<file path="config.mk">
export PLATFORM = sky130hd
export DESIGN_NAME = reclocker_ctrl
export DESIGN_NICKNAME = d
export VERILOG_FILES = /design/src/rtl/reclocker_ctrl_pkg.sv /design/src/rtl/reclocker_ctrl.sv /design/src/rtl/reg_serial_port.sv
export VERILOG_INCLUDE_DIRS = /design/src /design/src/rtl
export SDC_FILE = /design/constraint.sdc
export NUM_CORES = 1
export LEC_CHECK = 0
export ABC_AREA = 0
export CAP_MARGIN = 20
export CORE_MARGIN = 2
export CORE_UTILIZATION = 57
export CTS_CLUSTER_DIAMETER = 80
export DETAILED_ROUTE_END_ITERATION = 8
export DONT_BUFFER_PORTS = 1
export GPL_TIMING_DRIVEN = 0
export HOLD_SLACK_MARGIN = 0.06
export PLACE_DENSITY = 0.86
export SETUP_SLACK_MARGIN = 0.15
export SLEW_MARGIN = 25
export SYNTH_ARGS = -nofsm -noshare
export SYNTH_HDL_FRONTEND = slang
export SYNTH_SLANG_ARGS = --single-unit
</file>
<file path="constraint.sdc">
create_clock -name clk -period 5.7 [get_ports clk]
set_input_delay 0.855 -clock clk [delete_from_list [all_inputs] [get_ports clk]]
set_output_delay 0.855 -clock clk [all_outputs]
set_load 0.03 [all_outputs]
</file>
<file path="src/rtl/reclocker_ctrl_map.svh">
// register offsets, field positions and reset values of the reclocker control block
`ifndef RECLOCKER_CTRL_MAP_SVH
`define RECLOCKER_CTRL_MAP_SVH

// register offsets (7-bit register address)
`define OFS_DETECT_LOCK_STATUS 7'h01
`define OFS_ACTIVE_INPUT_STATUS 7'h03
`define OFS_EQ_DRIVER_COMMON 7'h11
`define OFS_OUTPUT_SWING 7'h12
`define OFS_OUTPUT_DEEMPH 7'h13
`define OFS_SECONDARY_MUX 7'h14
`define OFS_SECONDARY_SELECT 7'h18
`define OFS_INPUT_OVERRIDE 7'h1E
`define OFS_GENERAL_IO_ROLE 7'h1F
`define OFS_DETECT_LEVEL_CHAN 7'h20

// field positions
`define BIT_LOCKED_FLAG 4
`define BIT_ACTIVE_SIGNAL 4
`define BIT_EXTRA_EQ_GAIN 1
`define BIT_POLARITY_FLIP 0
`define BIT_DRIVER_A_OFF 4
`define BIT_DRIVER_B_OFF 3
`define LSB_COMMON_OFFSET 6
`define LSB_SWING_A 6
`define LSB_SWING_B 4
`define LSB_DEEMPH_A 6
`define LSB_DEEMPH_B 4
`define BIT_BYPASS_CTRL 2
`define BIT_MUTE_CTRL_N 1
`define BIT_CLOCK_OUT_SELECT 0
`define BIT_SECONDARY_OVERRIDE 5
`define BIT_SECONDARY_PRE_EQ 1
`define LSB_SECONDARY_CHOICE 0
`define BIT_INPUT_OVERRIDE 7
`define BIT_GENERAL_IO_ROLE 0
`define LSB_DETECT_THRESHOLD 3
`define LSB_REGISTER_CHOICE 1

// reset values
`define RST_EQ_DRIVER_COMMON 8'h00
`define RST_OUTPUT_SWING 8'hF2
`define RST_OUTPUT_DEEMPH 8'h00
`define RST_SECONDARY_MUX 8'h00
`define RST_SECONDARY_SELECT 8'h00
`define RST_INPUT_OVERRIDE 8'h00
`define RST_GENERAL_IO_ROLE 8'h00
`define RST_DETECT_LEVEL_CHAN 8'h00

`endif

</file>
<file path="src/rtl/reclocker_ctrl_pkg.sv">
// types shared by the reclocker control block
package reclocker_ctrl_pkg;

   // source of the first output driver
   typedef enum logic [1:0] {
      A_RECLOCKED = 2'h0,
      A_BYPASSED = 2'h1,
      A_MUTED = 2'h3
   } out_a_src_e;

   // source of the second output driver
   typedef enum logic [1:0] {
      B_RECLOCKED = 2'h0,
      B_BYPASSED = 2'h1,
      B_MUTED = 2'h3,
      B_CLOCK = 2'h2
   } out_b_src_e;

   // serial register port frame states
   typedef enum logic [1:0] {
      SP_IDLE = 2'h0,
      SP_ADDR = 2'h1,
      SP_DATA = 2'h3
   } spi_state_e;

   typedef struct packed {
      spi_state_e st;
      logic [2:0] bitCnt;
      logic [7:0] shiftIn;
      logic [6:0] addr;
      logic isRead;
      logic loadRd;
      logic [7:0] shiftOut;
      logic sckPrev;
      logic wrEn;
      logic [7:0] wrData;
      logic misoOut;
      logic misoOe;
   } spi_s;

   typedef struct packed {
      logic [10:0] sync1;
      logic [10:0] sync2;
      logic [10:0] sync3;
      logic [10:0] stable;
      logic [7:0] reg11;
      logic [7:0] reg12;
      logic [7:0] reg13;
      logic [7:0] reg14;
      logic [7:0] reg18;
      logic [7:0] reg1E;
      logic [7:0] reg1F;
      logic [7:0] reg20;
      logic extraEqGain;
      logic [2:0] detectThreshold;
      logic [1:0] activeChannel;
      logic [1:0] secondaryChannel;
      logic secondaryPrePostEq;
      out_a_src_e outASource;
      out_b_src_e outBSource;
      logic [1:0] swingA;
      logic [1:0] swingB;
      logic [1:0] commonOffset;
      logic [1:0] deemphA;
      logic [1:0] deemphB;
      logic polarityFlip;
      logic driverAOff;
      logic driverBOff;
      logic lockedPin;
      logic registerMode;
      logic pinsAsGeneralIo;
   } ctrl_s;

endpackage

</file>
<file path="src/rtl/reclocker_ctrl.sv">
// control logic of the serial video reclocker: mode, pin reuse, muxes, drivers, status
`timescale 1ns/100ps

// What this block does
// - mode pin 0 pins, 1 registers
// - register mode turns control pins into port
// - select pins keep role until reassigned
// - general io role survives return to pins
// - inputs equalized separately, each with detect
// - extra equalizer gain bit
// - per-input signal present readable
// - active input signal present readable
// - three-bit detect threshold field
// - select pins pick input, default input 0
// - override bit hands choice to register
// - secondary mux follows primary unless overridden
// - secondary taken before or after equalizer
// - output sources: reclocked, bypassed, clock
// - per-output swing, default 800 mV
// - shared common offset, default 1.2 V
// - per-output de-emphasis, default off
// - polarity flip inverts both drivers
// - each driver powers down independently
// - lock on pin and register, never bypassed
// - mute beats bypass on both outputs
// - clock output muted on bypass or unlock
module reclocker_ctrl
   import reclocker_ctrl_pkg::*;
(
   // clock, reset, enable
   input wire logic clk,
   input wire logic reset,
   input wire logic ce,
   // mode select pin
   input wire logic modeSelect,
   // dual role pins: bypass/mosi, mute_n/sck, clock_out_select/ss_n
   input wire logic bypassMosiPin,
   input wire logic muteNSckPin,
   input wire logic clockOutSsNPin,
   // dual role ground/miso pin
   output logic misoOut,
   output logic misoOe,
   // input select pins
   input wire logic input_pick_high,
   input wire logic input_pick_low,
   // analog status
   input wire logic [3:0] per_input_signal_present,
   input wire logic cdrLock,
   // equalizer and mux controls
   output logic extra_eq_gain,
   output logic [2:0] detect_threshold,
   output logic [1:0] activeChannel,
   output logic [1:0] secondaryChannel,
   output logic secondary_pre_post_eq,
   // output source steering
   output out_a_src_e outASource,
   output out_b_src_e outBSource,
   // driver settings
   output logic [1:0] swing_a,
   output logic [1:0] swing_b,
   output logic [1:0] common_offset,
   output logic [1:0] deemph_a,
   output logic [1:0] deemph_b,
   output logic polarity_flip,
   output logic driver_a_off,
   output logic driver_b_off,
   // status and pin roles
   output logic locked_flag,
   output logic registerMode,
   output logic pinsAsGeneralIo
);
`include "reclocker_ctrl_map.svh"

   // positions inside the synchronised input vector
   localparam int S_SIG = 0;
   localparam int S_LOCK = 4;
   localparam int S_PICK_LO = 5;
   localparam int S_PICK_HI = 6;
   localparam int S_MODE = 7;
   localparam int S_P15 = 8;
   localparam int S_P16 = 9;
   localparam int S_P37 = 10;

   ctrl_s q_r;
   ctrl_s q_nxt;
   logic [10:0] asyncIn;
   logic spiMode;
   logic [6:0] regAddr;
   logic wrEn;
   logic [7:0] wrData;
   logic [7:0] rdData;
   logic [3:0] sigNow;
   logic lockNow;
   logic muteN;
   logic bypass;
   logic clockOut;
   logic locked;
   logic [1:0] primary;
   logic activeSig;

   assign asyncIn = {clockOutSsNPin, muteNSckPin, bypassMosiPin, modeSelect,
                     input_pick_high, input_pick_low, cdrLock, per_input_signal_present};

   // filtered levels
   assign spiMode = q_r.stable[S_MODE];
   assign sigNow = q_r.stable[S_SIG +: 4];
   assign lockNow = q_r.stable[S_LOCK];

   // mute, bypass and clock output from pins or register by mode
   assign muteN = spiMode ? q_r.reg12[`BIT_MUTE_CTRL_N] : q_r.stable[S_P16];
   assign bypass = spiMode ? q_r.reg12[`BIT_BYPASS_CTRL] : q_r.stable[S_P15];
   assign clockOut = spiMode ? q_r.reg12[`BIT_CLOCK_OUT_SELECT] : q_r.stable[S_P37];
   assign locked = lockNow & ~bypass;

   // primary choice: pins until the override is set in register mode
   assign primary = (spiMode && q_r.reg1E[`BIT_INPUT_OVERRIDE]) ?
                    q_r.reg20[`LSB_REGISTER_CHOICE +: 2] :
                    {q_r.stable[S_PICK_HI], q_r.stable[S_PICK_LO]};
   assign activeSig = sigNow[primary];

   // the dual-role pins feed the register port only in register mode
   reg_serial_port u_port (
      .clk(clk),
      .reset(reset),
      .ce(ce),
      .portEnable(spiMode),
      .mosi(q_r.stable[S_P15]),
      .sck(q_r.stable[S_P16]),
      .ssN(q_r.stable[S_P37]),
      .regAddr(regAddr),
      .wrEn(wrEn),
      .wrData(wrData),
      .rdData(rdData),
      .misoOut(misoOut),
      .misoOe(misoOe)
   );

   // read mux; unmapped addresses read as zero
   always_comb begin
      case (regAddr)
         `OFS_DETECT_LOCK_STATUS: rdData = {3'h0, locked, sigNow};
         `OFS_ACTIVE_INPUT_STATUS: rdData = {3'h0, activeSig, 4'h0};
         `OFS_EQ_DRIVER_COMMON: rdData = q_r.reg11;
         `OFS_OUTPUT_SWING: rdData = q_r.reg12;
         `OFS_OUTPUT_DEEMPH: rdData = q_r.reg13;
         `OFS_SECONDARY_MUX: rdData = q_r.reg14;
         `OFS_SECONDARY_SELECT: rdData = q_r.reg18;
         `OFS_INPUT_OVERRIDE: rdData = q_r.reg1E;
         `OFS_GENERAL_IO_ROLE: rdData = q_r.reg1F;
         `OFS_DETECT_LEVEL_CHAN: rdData = q_r.reg20;
         default: rdData = 8'h00;
      endcase
   end

   // next state of synchronisers, registers and registered outputs
   always_comb begin
      q_nxt = q_r;
      // three stages; a level is taken once stages two and three agree
      q_nxt.sync1 = asyncIn;
      q_nxt.sync2 = q_r.sync1;
      q_nxt.sync3 = q_r.sync2;
      q_nxt.stable = (q_r.sync2 & ~(q_r.sync2 ^ q_r.sync3)) |
                     (q_r.stable & (q_r.sync2 ^ q_r.sync3));

      // register writes; the port only runs in register mode
      if (wrEn) begin
         case (regAddr)
            `OFS_EQ_DRIVER_COMMON: q_nxt.reg11 = wrData;
            `OFS_OUTPUT_SWING: q_nxt.reg12 = wrData;
            `OFS_OUTPUT_DEEMPH: q_nxt.reg13 = wrData;
            `OFS_SECONDARY_MUX: q_nxt.reg14 = wrData;
            `OFS_SECONDARY_SELECT: q_nxt.reg18 = wrData;
            `OFS_INPUT_OVERRIDE: q_nxt.reg1E = wrData;
            `OFS_GENERAL_IO_ROLE: q_nxt.reg1F = wrData;
            `OFS_DETECT_LEVEL_CHAN: q_nxt.reg20 = wrData;
            default: q_nxt.reg11 = q_r.reg11;
         endcase
      end

      // equalizer and detector controls
      q_nxt.extraEqGain = q_r.reg11[`BIT_EXTRA_EQ_GAIN];
      q_nxt.detectThreshold = q_r.reg20[`LSB_DETECT_THRESHOLD +: 3];

      // input muxes
      q_nxt.activeChannel = primary;
      q_nxt.secondaryChannel = q_r.reg14[`BIT_SECONDARY_OVERRIDE] ?
                               q_r.reg18[`LSB_SECONDARY_CHOICE +: 2] : primary;
      q_nxt.secondaryPrePostEq = q_r.reg14[`BIT_SECONDARY_PRE_EQ];

      // output steering; mute first, then lock decides reclocked or bypassed
      if (!muteN) begin
         q_nxt.outASource = A_MUTED;
         q_nxt.outBSource = B_MUTED;
      end else begin
         q_nxt.outASource = locked ? A_RECLOCKED : A_BYPASSED;
         if (clockOut) begin
            q_nxt.outBSource = locked ? B_CLOCK : B_MUTED;
         end else begin
            q_nxt.outBSource = locked ? B_RECLOCKED : B_BYPASSED;
         end
      end

      // driver settings
      q_nxt.swingA = q_r.reg12[`LSB_SWING_A +: 2];
      q_nxt.swingB = q_r.reg12[`LSB_SWING_B +: 2];
      q_nxt.commonOffset = q_r.reg11[`LSB_COMMON_OFFSET +: 2];
      q_nxt.deemphA = q_r.reg13[`LSB_DEEMPH_A +: 2];
      q_nxt.deemphB = q_r.reg13[`LSB_DEEMPH_B +: 2];
      q_nxt.polarityFlip = q_r.reg11[`BIT_POLARITY_FLIP];
      q_nxt.driverAOff = q_r.reg11[`BIT_DRIVER_A_OFF];
      q_nxt.driverBOff = q_r.reg11[`BIT_DRIVER_B_OFF];

      // status and pin roles; the role bit is kept across mode changes
      q_nxt.lockedPin = locked;
      q_nxt.registerMode = spiMode;
      q_nxt.pinsAsGeneralIo = q_r.reg1F[`BIT_GENERAL_IO_ROLE];
   end

   // all state in one register, frozen while ce is low
   always_ff @(posedge clk or posedge reset) begin
      if (reset) begin
         q_r <= '0;
         q_r.reg11 <= `RST_EQ_DRIVER_COMMON;
         q_r.reg12 <= `RST_OUTPUT_SWING;
         q_r.reg13 <= `RST_OUTPUT_DEEMPH;
         q_r.reg14 <= `RST_SECONDARY_MUX;
         q_r.reg18 <= `RST_SECONDARY_SELECT;
         q_r.reg1E <= `RST_INPUT_OVERRIDE;
         q_r.reg1F <= `RST_GENERAL_IO_ROLE;
         q_r.reg20 <= `RST_DETECT_LEVEL_CHAN;
         q_r.swingA <= 2'h3;
         q_r.swingB <= 2'h3;
         q_r.outASource <= A_MUTED;
         q_r.outBSource <= B_MUTED;
      end else if (ce) begin
         q_r <= q_nxt;
      end
   end

   // outputs straight from the state register
   assign extra_eq_gain = q_r.extraEqGain;
   assign detect_threshold = q_r.detectThreshold;
   assign activeChannel = q_r.activeChannel;
   assign secondaryChannel = q_r.secondaryChannel;
   assign secondary_pre_post_eq = q_r.secondaryPrePostEq;
   assign outASource = q_r.outASource;
   assign outBSource = q_r.outBSource;
   assign swing_a = q_r.swingA;
   assign swing_b = q_r.swingB;
   assign common_offset = q_r.commonOffset;
   assign deemph_a = q_r.deemphA;
   assign deemph_b = q_r.deemphB;
   assign polarity_flip = q_r.polarityFlip;
   assign driver_a_off = q_r.driverAOff;
   assign driver_b_off = q_r.driverBOff;
   assign locked_flag = q_r.lockedPin;
   assign registerMode = q_r.registerMode;
   assign pinsAsGeneralIo = q_r.pinsAsGeneralIo;

endmodule

</file>
<file path="src/rtl/reg_serial_port.sv">
// serial register port: 8-bit command byte then 8-bit data byte, sampled on clk
`timescale 1ns/100ps
module reg_serial_port
   import reclocker_ctrl_pkg::*;
(
   // clock, reset, enable
   input wire logic clk,
   input wire logic reset,
   input wire logic ce,
   // port active only in register mode
   input wire logic portEnable,
   // filtered pin levels
   input wire logic mosi,
   input wire logic sck,
   input wire logic ssN,
   // register file side
   output logic [6:0] regAddr,
   output logic wrEn,
   output logic [7:0] wrData,
   input wire logic [7:0] rdData,
   // read data pin
   output logic misoOut,
   output logic misoOe
);
`include "reclocker_ctrl_map.svh"

   spi_s q_r;
   spi_s q_nxt;
   logic rise;
   logic fall;

   assign rise = sck & ~q_r.sckPrev;
   assign fall = ~sck & q_r.sckPrev;

   // frame sequencing: sample on rising sck, shift read data on falling sck
   always_comb begin
      q_nxt = q_r;
      q_nxt.wrEn = 1'b0;
      q_nxt.sckPrev = sck;
      if (!portEnable || ssN) begin
         // deselect aborts a half frame; nothing is written
         q_nxt.st = SP_IDLE;
         q_nxt.bitCnt = 3'h0;
         q_nxt.loadRd = 1'b0;
         q_nxt.misoOe = 1'b0;
         q_nxt.misoOut = 1'b0;
      end else begin
         q_nxt.misoOe = 1'b1;
         if (q_r.loadRd) begin
            // read data comes one cycle after the address settles
            q_nxt.loadRd = 1'b0;
            q_nxt.shiftOut = rdData;
            q_nxt.misoOut = rdData[7];
         end
         case (q_r.st)
            SP_IDLE: begin
               q_nxt.st = SP_ADDR;
            end
            SP_ADDR: begin
               if (rise) begin
                  q_nxt.shiftIn = {q_r.shiftIn[6:0], mosi};
                  q_nxt.bitCnt = q_r.bitCnt + 3'h1;
                  if (q_r.bitCnt == 3'h7) begin
                     q_nxt.isRead = q_r.shiftIn[6];
                     q_nxt.addr = {q_r.shiftIn[5:0], mosi};
                     q_nxt.loadRd = q_r.shiftIn[6];
                     q_nxt.st = SP_DATA;
                  end
               end
            end
            SP_DATA: begin
               if (rise) begin
                  q_nxt.shiftIn = {q_r.shiftIn[6:0], mosi};
                  q_nxt.bitCnt = q_r.bitCnt + 3'h1;
                  if (q_r.bitCnt == 3'h7) begin
                     q_nxt.wrEn = ~q_r.isRead;
                     q_nxt.wrData = {q_r.shiftIn[6:0], mosi};
                     q_nxt.st = SP_ADDR;
                  end
               end else if (fall && q_r.isRead && q_r.bitCnt != 3'h0) begin
                  q_nxt.shiftOut = {q_r.shiftOut[6:0], 1'b0};
                  q_nxt.misoOut = q_r.shiftOut[6];
               end
            end
            default: begin
               q_nxt.st = SP_IDLE;
            end
         endcase
      end
   end

   // state register, frozen while ce is low
   always_ff @(posedge clk or posedge reset) begin
      if (reset) begin
         q_r <= '0;
      end else if (ce) begin
         q_r <= q_nxt;
      end
   end

   assign regAddr = q_r.addr;
   assign wrEn = q_r.wrEn;
   assign wrData = q_r.wrData;
   assign misoOut = q_r.misoOut;
   assign misoOe = q_r.misoOe;

endmodule

</file>
==> flow_summary.yaml <==
run_status:
  result_of_the_run: "finished, final reports clean"
synth:
  flop_and_latch_count_out_of_synthesis: 176
  netlist_area_um2: 8150
  synth-edff-count: 0
  postSynthCellCount: 646
  syn_nets: 666
  yosysTopAreaCellShare: 0.503
  netlist-cell-type-count: 66
  synth_flop_cell: "sky130_fd_sc_hd__dfrtp_1"
  yosys.area.top_type: "sky130_fd_sc_hd__dfrtp_1"
  post_synth_most_frequent_cells: "164 x sky130_fd_sc_hd__dfrtp_1, 137 x sky130_fd_sc_hd__mux2_2, 38 x sky130_fd_sc_hd__o21ai_0, 31 x sky130_fd_sc_hd__nand2_1, 27 x sky130_fd_sc_hd__inv_1"
  synth.yosys.seq_area_share: 0.542
  yosys_warnings: 0
  synth_most_common_cell: "sky130_fd_sc_hd__dfrtp_1"
  netlist_top_cells_area: "sky130_fd_sc_hd__dfrtp_1 50%, sky130_fd_sc_hd__mux2_2 19%, sky130_fd_sc_hd__dfstp_2 3.9%"
  mean_area_per_synthesized_cell_um2: 12.6
  asyncSetResetFlopFracSynth: 1.00
power_and_ir_drop:
  p_per_area_nw_per_um2: 327
  switchingPower_mw: 0.817
  power.internal_mw: 2.16
  p_sw_frac: 0.275
  p_seq_frac: 0.492
  irDropWorstVdd_mv: 0.256
  portion_of_total_power_attributed_to_the_clock_network: 0.382
  combPwrFrac: 0.126
  static-leakage-power_nw: 4.27
timing:
  clock.fmax_mhz: 406
  worst_margin_slew_ns: 0.780
  timing.final.max_slew_violations: 0
  tcrit_tclk_final: 0.432
  sum_neg_setup_slack_ns: 0
  grt_setup_unrepaired: "false"
  setup-violations-final: 0
  fin_worst_skew_ns: 0.00819
  layout_min_cycle_time_ns: 2.46
  setup_ws_ns: 3.24
  final_hold_viol_count: 0
  max-slew-margin-rel: 0.477
cts:
  clkSlewWorstSetupHoldPaths_ns: 0.07
  cts_made_buffers: 17
  post_cts_hold_buffer_count: 0
  tritoncts_clock_tree: "done"
  cts_setup_buffers: 0
  cts_htree_levels: 4
  cts_root_buf: "sky130_fd_sc_hd__clkbuf_16"
  ctsLongestPathBuffers: 2
  clock_latency_ns: 0.43
  ctsResizeCount: 0
  cts.sink_count: 176
detailed_routing:
  initial_detailed_routing_violation_count: 430
  drc: 0
  detail_route.wl_per_cell_um: 22.7
  dr.pass1.iters: 7
  residual_antenna_violating_net_count_after_detailed_routing: 0
  route.detailed.vias_per_inst: 6.24
  num_vias: 5391
  detail_route.wirelength_mm: 19.6
finish:
  final_layout_size_suffix_gt1_frac: 0.371
  antenna_cells: 0
  nets: 691
  area_delta_synth_final_pct: 11.5
  fillers: 1000
grt:
  antenna_violations_before_repair: 0
  grt.met3_usage: 0.0554
  gr_util_met1: 0.383
  grt_pass1_vias: 5571
  met2_use_gr: 0.442
  grt_ovf: 0
  grt.total_usage: 0.279
  grt_pass1_wl_mm: 31.4
  grt.busiest_layer: "met2"
  largest_net_degree_at_the_start_of_global_routing: 35
floorplan:
  die_y_um: 124
  placeableCoreArea_um2: 13900
  starting_density: 0.585
  die_width_um: 124
  floorplan.rows: 43
  overall_die_area_um2: 15300
  design.portCount: 45
critical_path:
  cpPeakStageDelay_ns: 0.58
  startpoint_type: "primary input"
  cp_data_arrival_time_ns: 2.74
  largest_fanout_of_any_net_on_the_critical_path: 9
  worstSetupPathType: "in2reg"
  critical_path.endpoint_type: "register"
  worst_ep_required_time_ns: 5.98
  critical_path_buf_inv_count: 1
  critical-path-top-delay-family: "compound AO/OA/AOI/OAI gates"
  crit_path_cell_trace: "buf_2 > nand3b_2 > a21oi_1 > o221ai_1 > a2111oi_0 > a31oi_1"
  slowest_stage: "sky130_fd_sc_hd__a21oi_1"
place:
  dpl.hpwl_mm: 14.1
  dp_worst_setup_slack_ns: 2.79
  place_congestion: 0.935
  port-buffer-count: 0
run:
  max_cap_viol_count: 0
min_path:
  holdCritPathClass: "in2async"
## final timing paths
path | from | to | slack [ns] | cells after the start
worst max-delay path | ce | u_port.q_r[15] | 3.24 | 6
max in group asynchronous | reset | swing_a[1] | 4.33 | 4
worst max register to register | register | u_port.q_r[15] | 3.31 | 5
worst min register to register | q_nxt[117] | q_nxt[117] | 0.50 | 1
min in group clk | q_nxt[117] | q_nxt[117] | 0.50 | 1
worst min-delay path | reset | q_nxt[118] | 0.32 | 1
## cell families after synthesis
logic type                 count (synthesis)  synth area share
buffers and inverters                     80            0.0533
xor gates and xnor gates                   1           0.00107
and+or+nand+nor                          109            0.0823
adders and majority gates                  6           0.00921
AOI/OAI and AO/OA                        116            0.0906
muxes                                    158             0.221
DFF                                      176             0.542
## power by group through the flow
stage	Sequential (mW)	Combinational [mW]	Clock [mW]
2_1_floorplan	1.45	0.291	0
3_3_place_gp	1.47	0.343	0
3_5_place_dp	1.48	0.375	0
4_1_cts	1.46	0.377	1.15
5_1_grt	1.47	0.410	1.20
6_report	1.46	0.376	1.14
## cells in the final DEF, fill, tap and decap left out, types with 15 or more instances in the layout
cell / netlist / final
sky130_fd_sc_hd__clkbuf_16: 0 / 17
sky130_fd_sc_hd__inv_1: 27 / 26
sky130_fd_sc_hd__buf_4: 24 / 24
sky130_fd_sc_hd__nand2_1: 31 / 31
sky130_fd_sc_hd__mux2_2: 137 / 137
sky130_fd_sc_hd__o21ai_0: 38 / 38
sky130_fd_sc_hd__dfrtp_1: 164 / 164
sky130_fd_sc_hd__nor2_1: 15 / 15
sky130_fd_sc_hd__a21oi_1: 25 / 25
sky130_fd_sc_hd__buf_2: 16 / 16
## routing by layer
metal,share of wire,vias to the layer above,routed length [µm]
met4,0.034,0,660
li1,-,2375,-
met3,0.053,48,1040
met1,0.42,2769,8310
met2,0.49,199,9610
met5,0,-,0
## flip-flops by register name, indices dropped and copies added (netlist names), 3 cells and up, named ones only
name,flops
q_r,56
detect_threshold,3
u_port.wrData,8
u_port.regAddr,7
u_port.q_r,22
q_nxt,41
## stage by stage
stage           util  std cells  total power [mW]  hold WS (ns)  area [µm²]
2_1_floorplan      -        646              1.74         0.472        8160
3_3_place_gp   0.601        826              1.82         0.484        8380
3_5_place_dp   0.611        832              1.86         0.490        8520
4_1_cts        0.652        864              2.98         0.324        9090
5_1_grt        0.652        864              3.08         0.337        9090
6_report       0.652        864              2.97         0.319        9090
## worst reg2reg max path: stages, from the launching register on
cell	delay [ns]
sky130_fd_sc_hd__dfrtp_1	0.42
sky130_fd_sc_hd__nand3b_2	0.40
sky130_fd_sc_hd__a21oi_1	0.59
sky130_fd_sc_hd__o221ai_1	0.26
sky130_fd_sc_hd__a2111oi_0	0.49
sky130_fd_sc_hd__a31oi_1	0.08
## layout make-up
type	instances	area [µm²]	share of cell area
Inverter	27	105	0.0116
Multi-Input combinational cell	390	3300	0.363
Sequential cell	176	4420	0.486
Timing Repair Buffer	6	135	0.0149
Clock buffer	22	474	0.0522
Buffer	53	333	0.0366
Tap cell	180	225	0.0248
Clock inverter	10	101	0.0111
(Power assumes the default switching activity.)
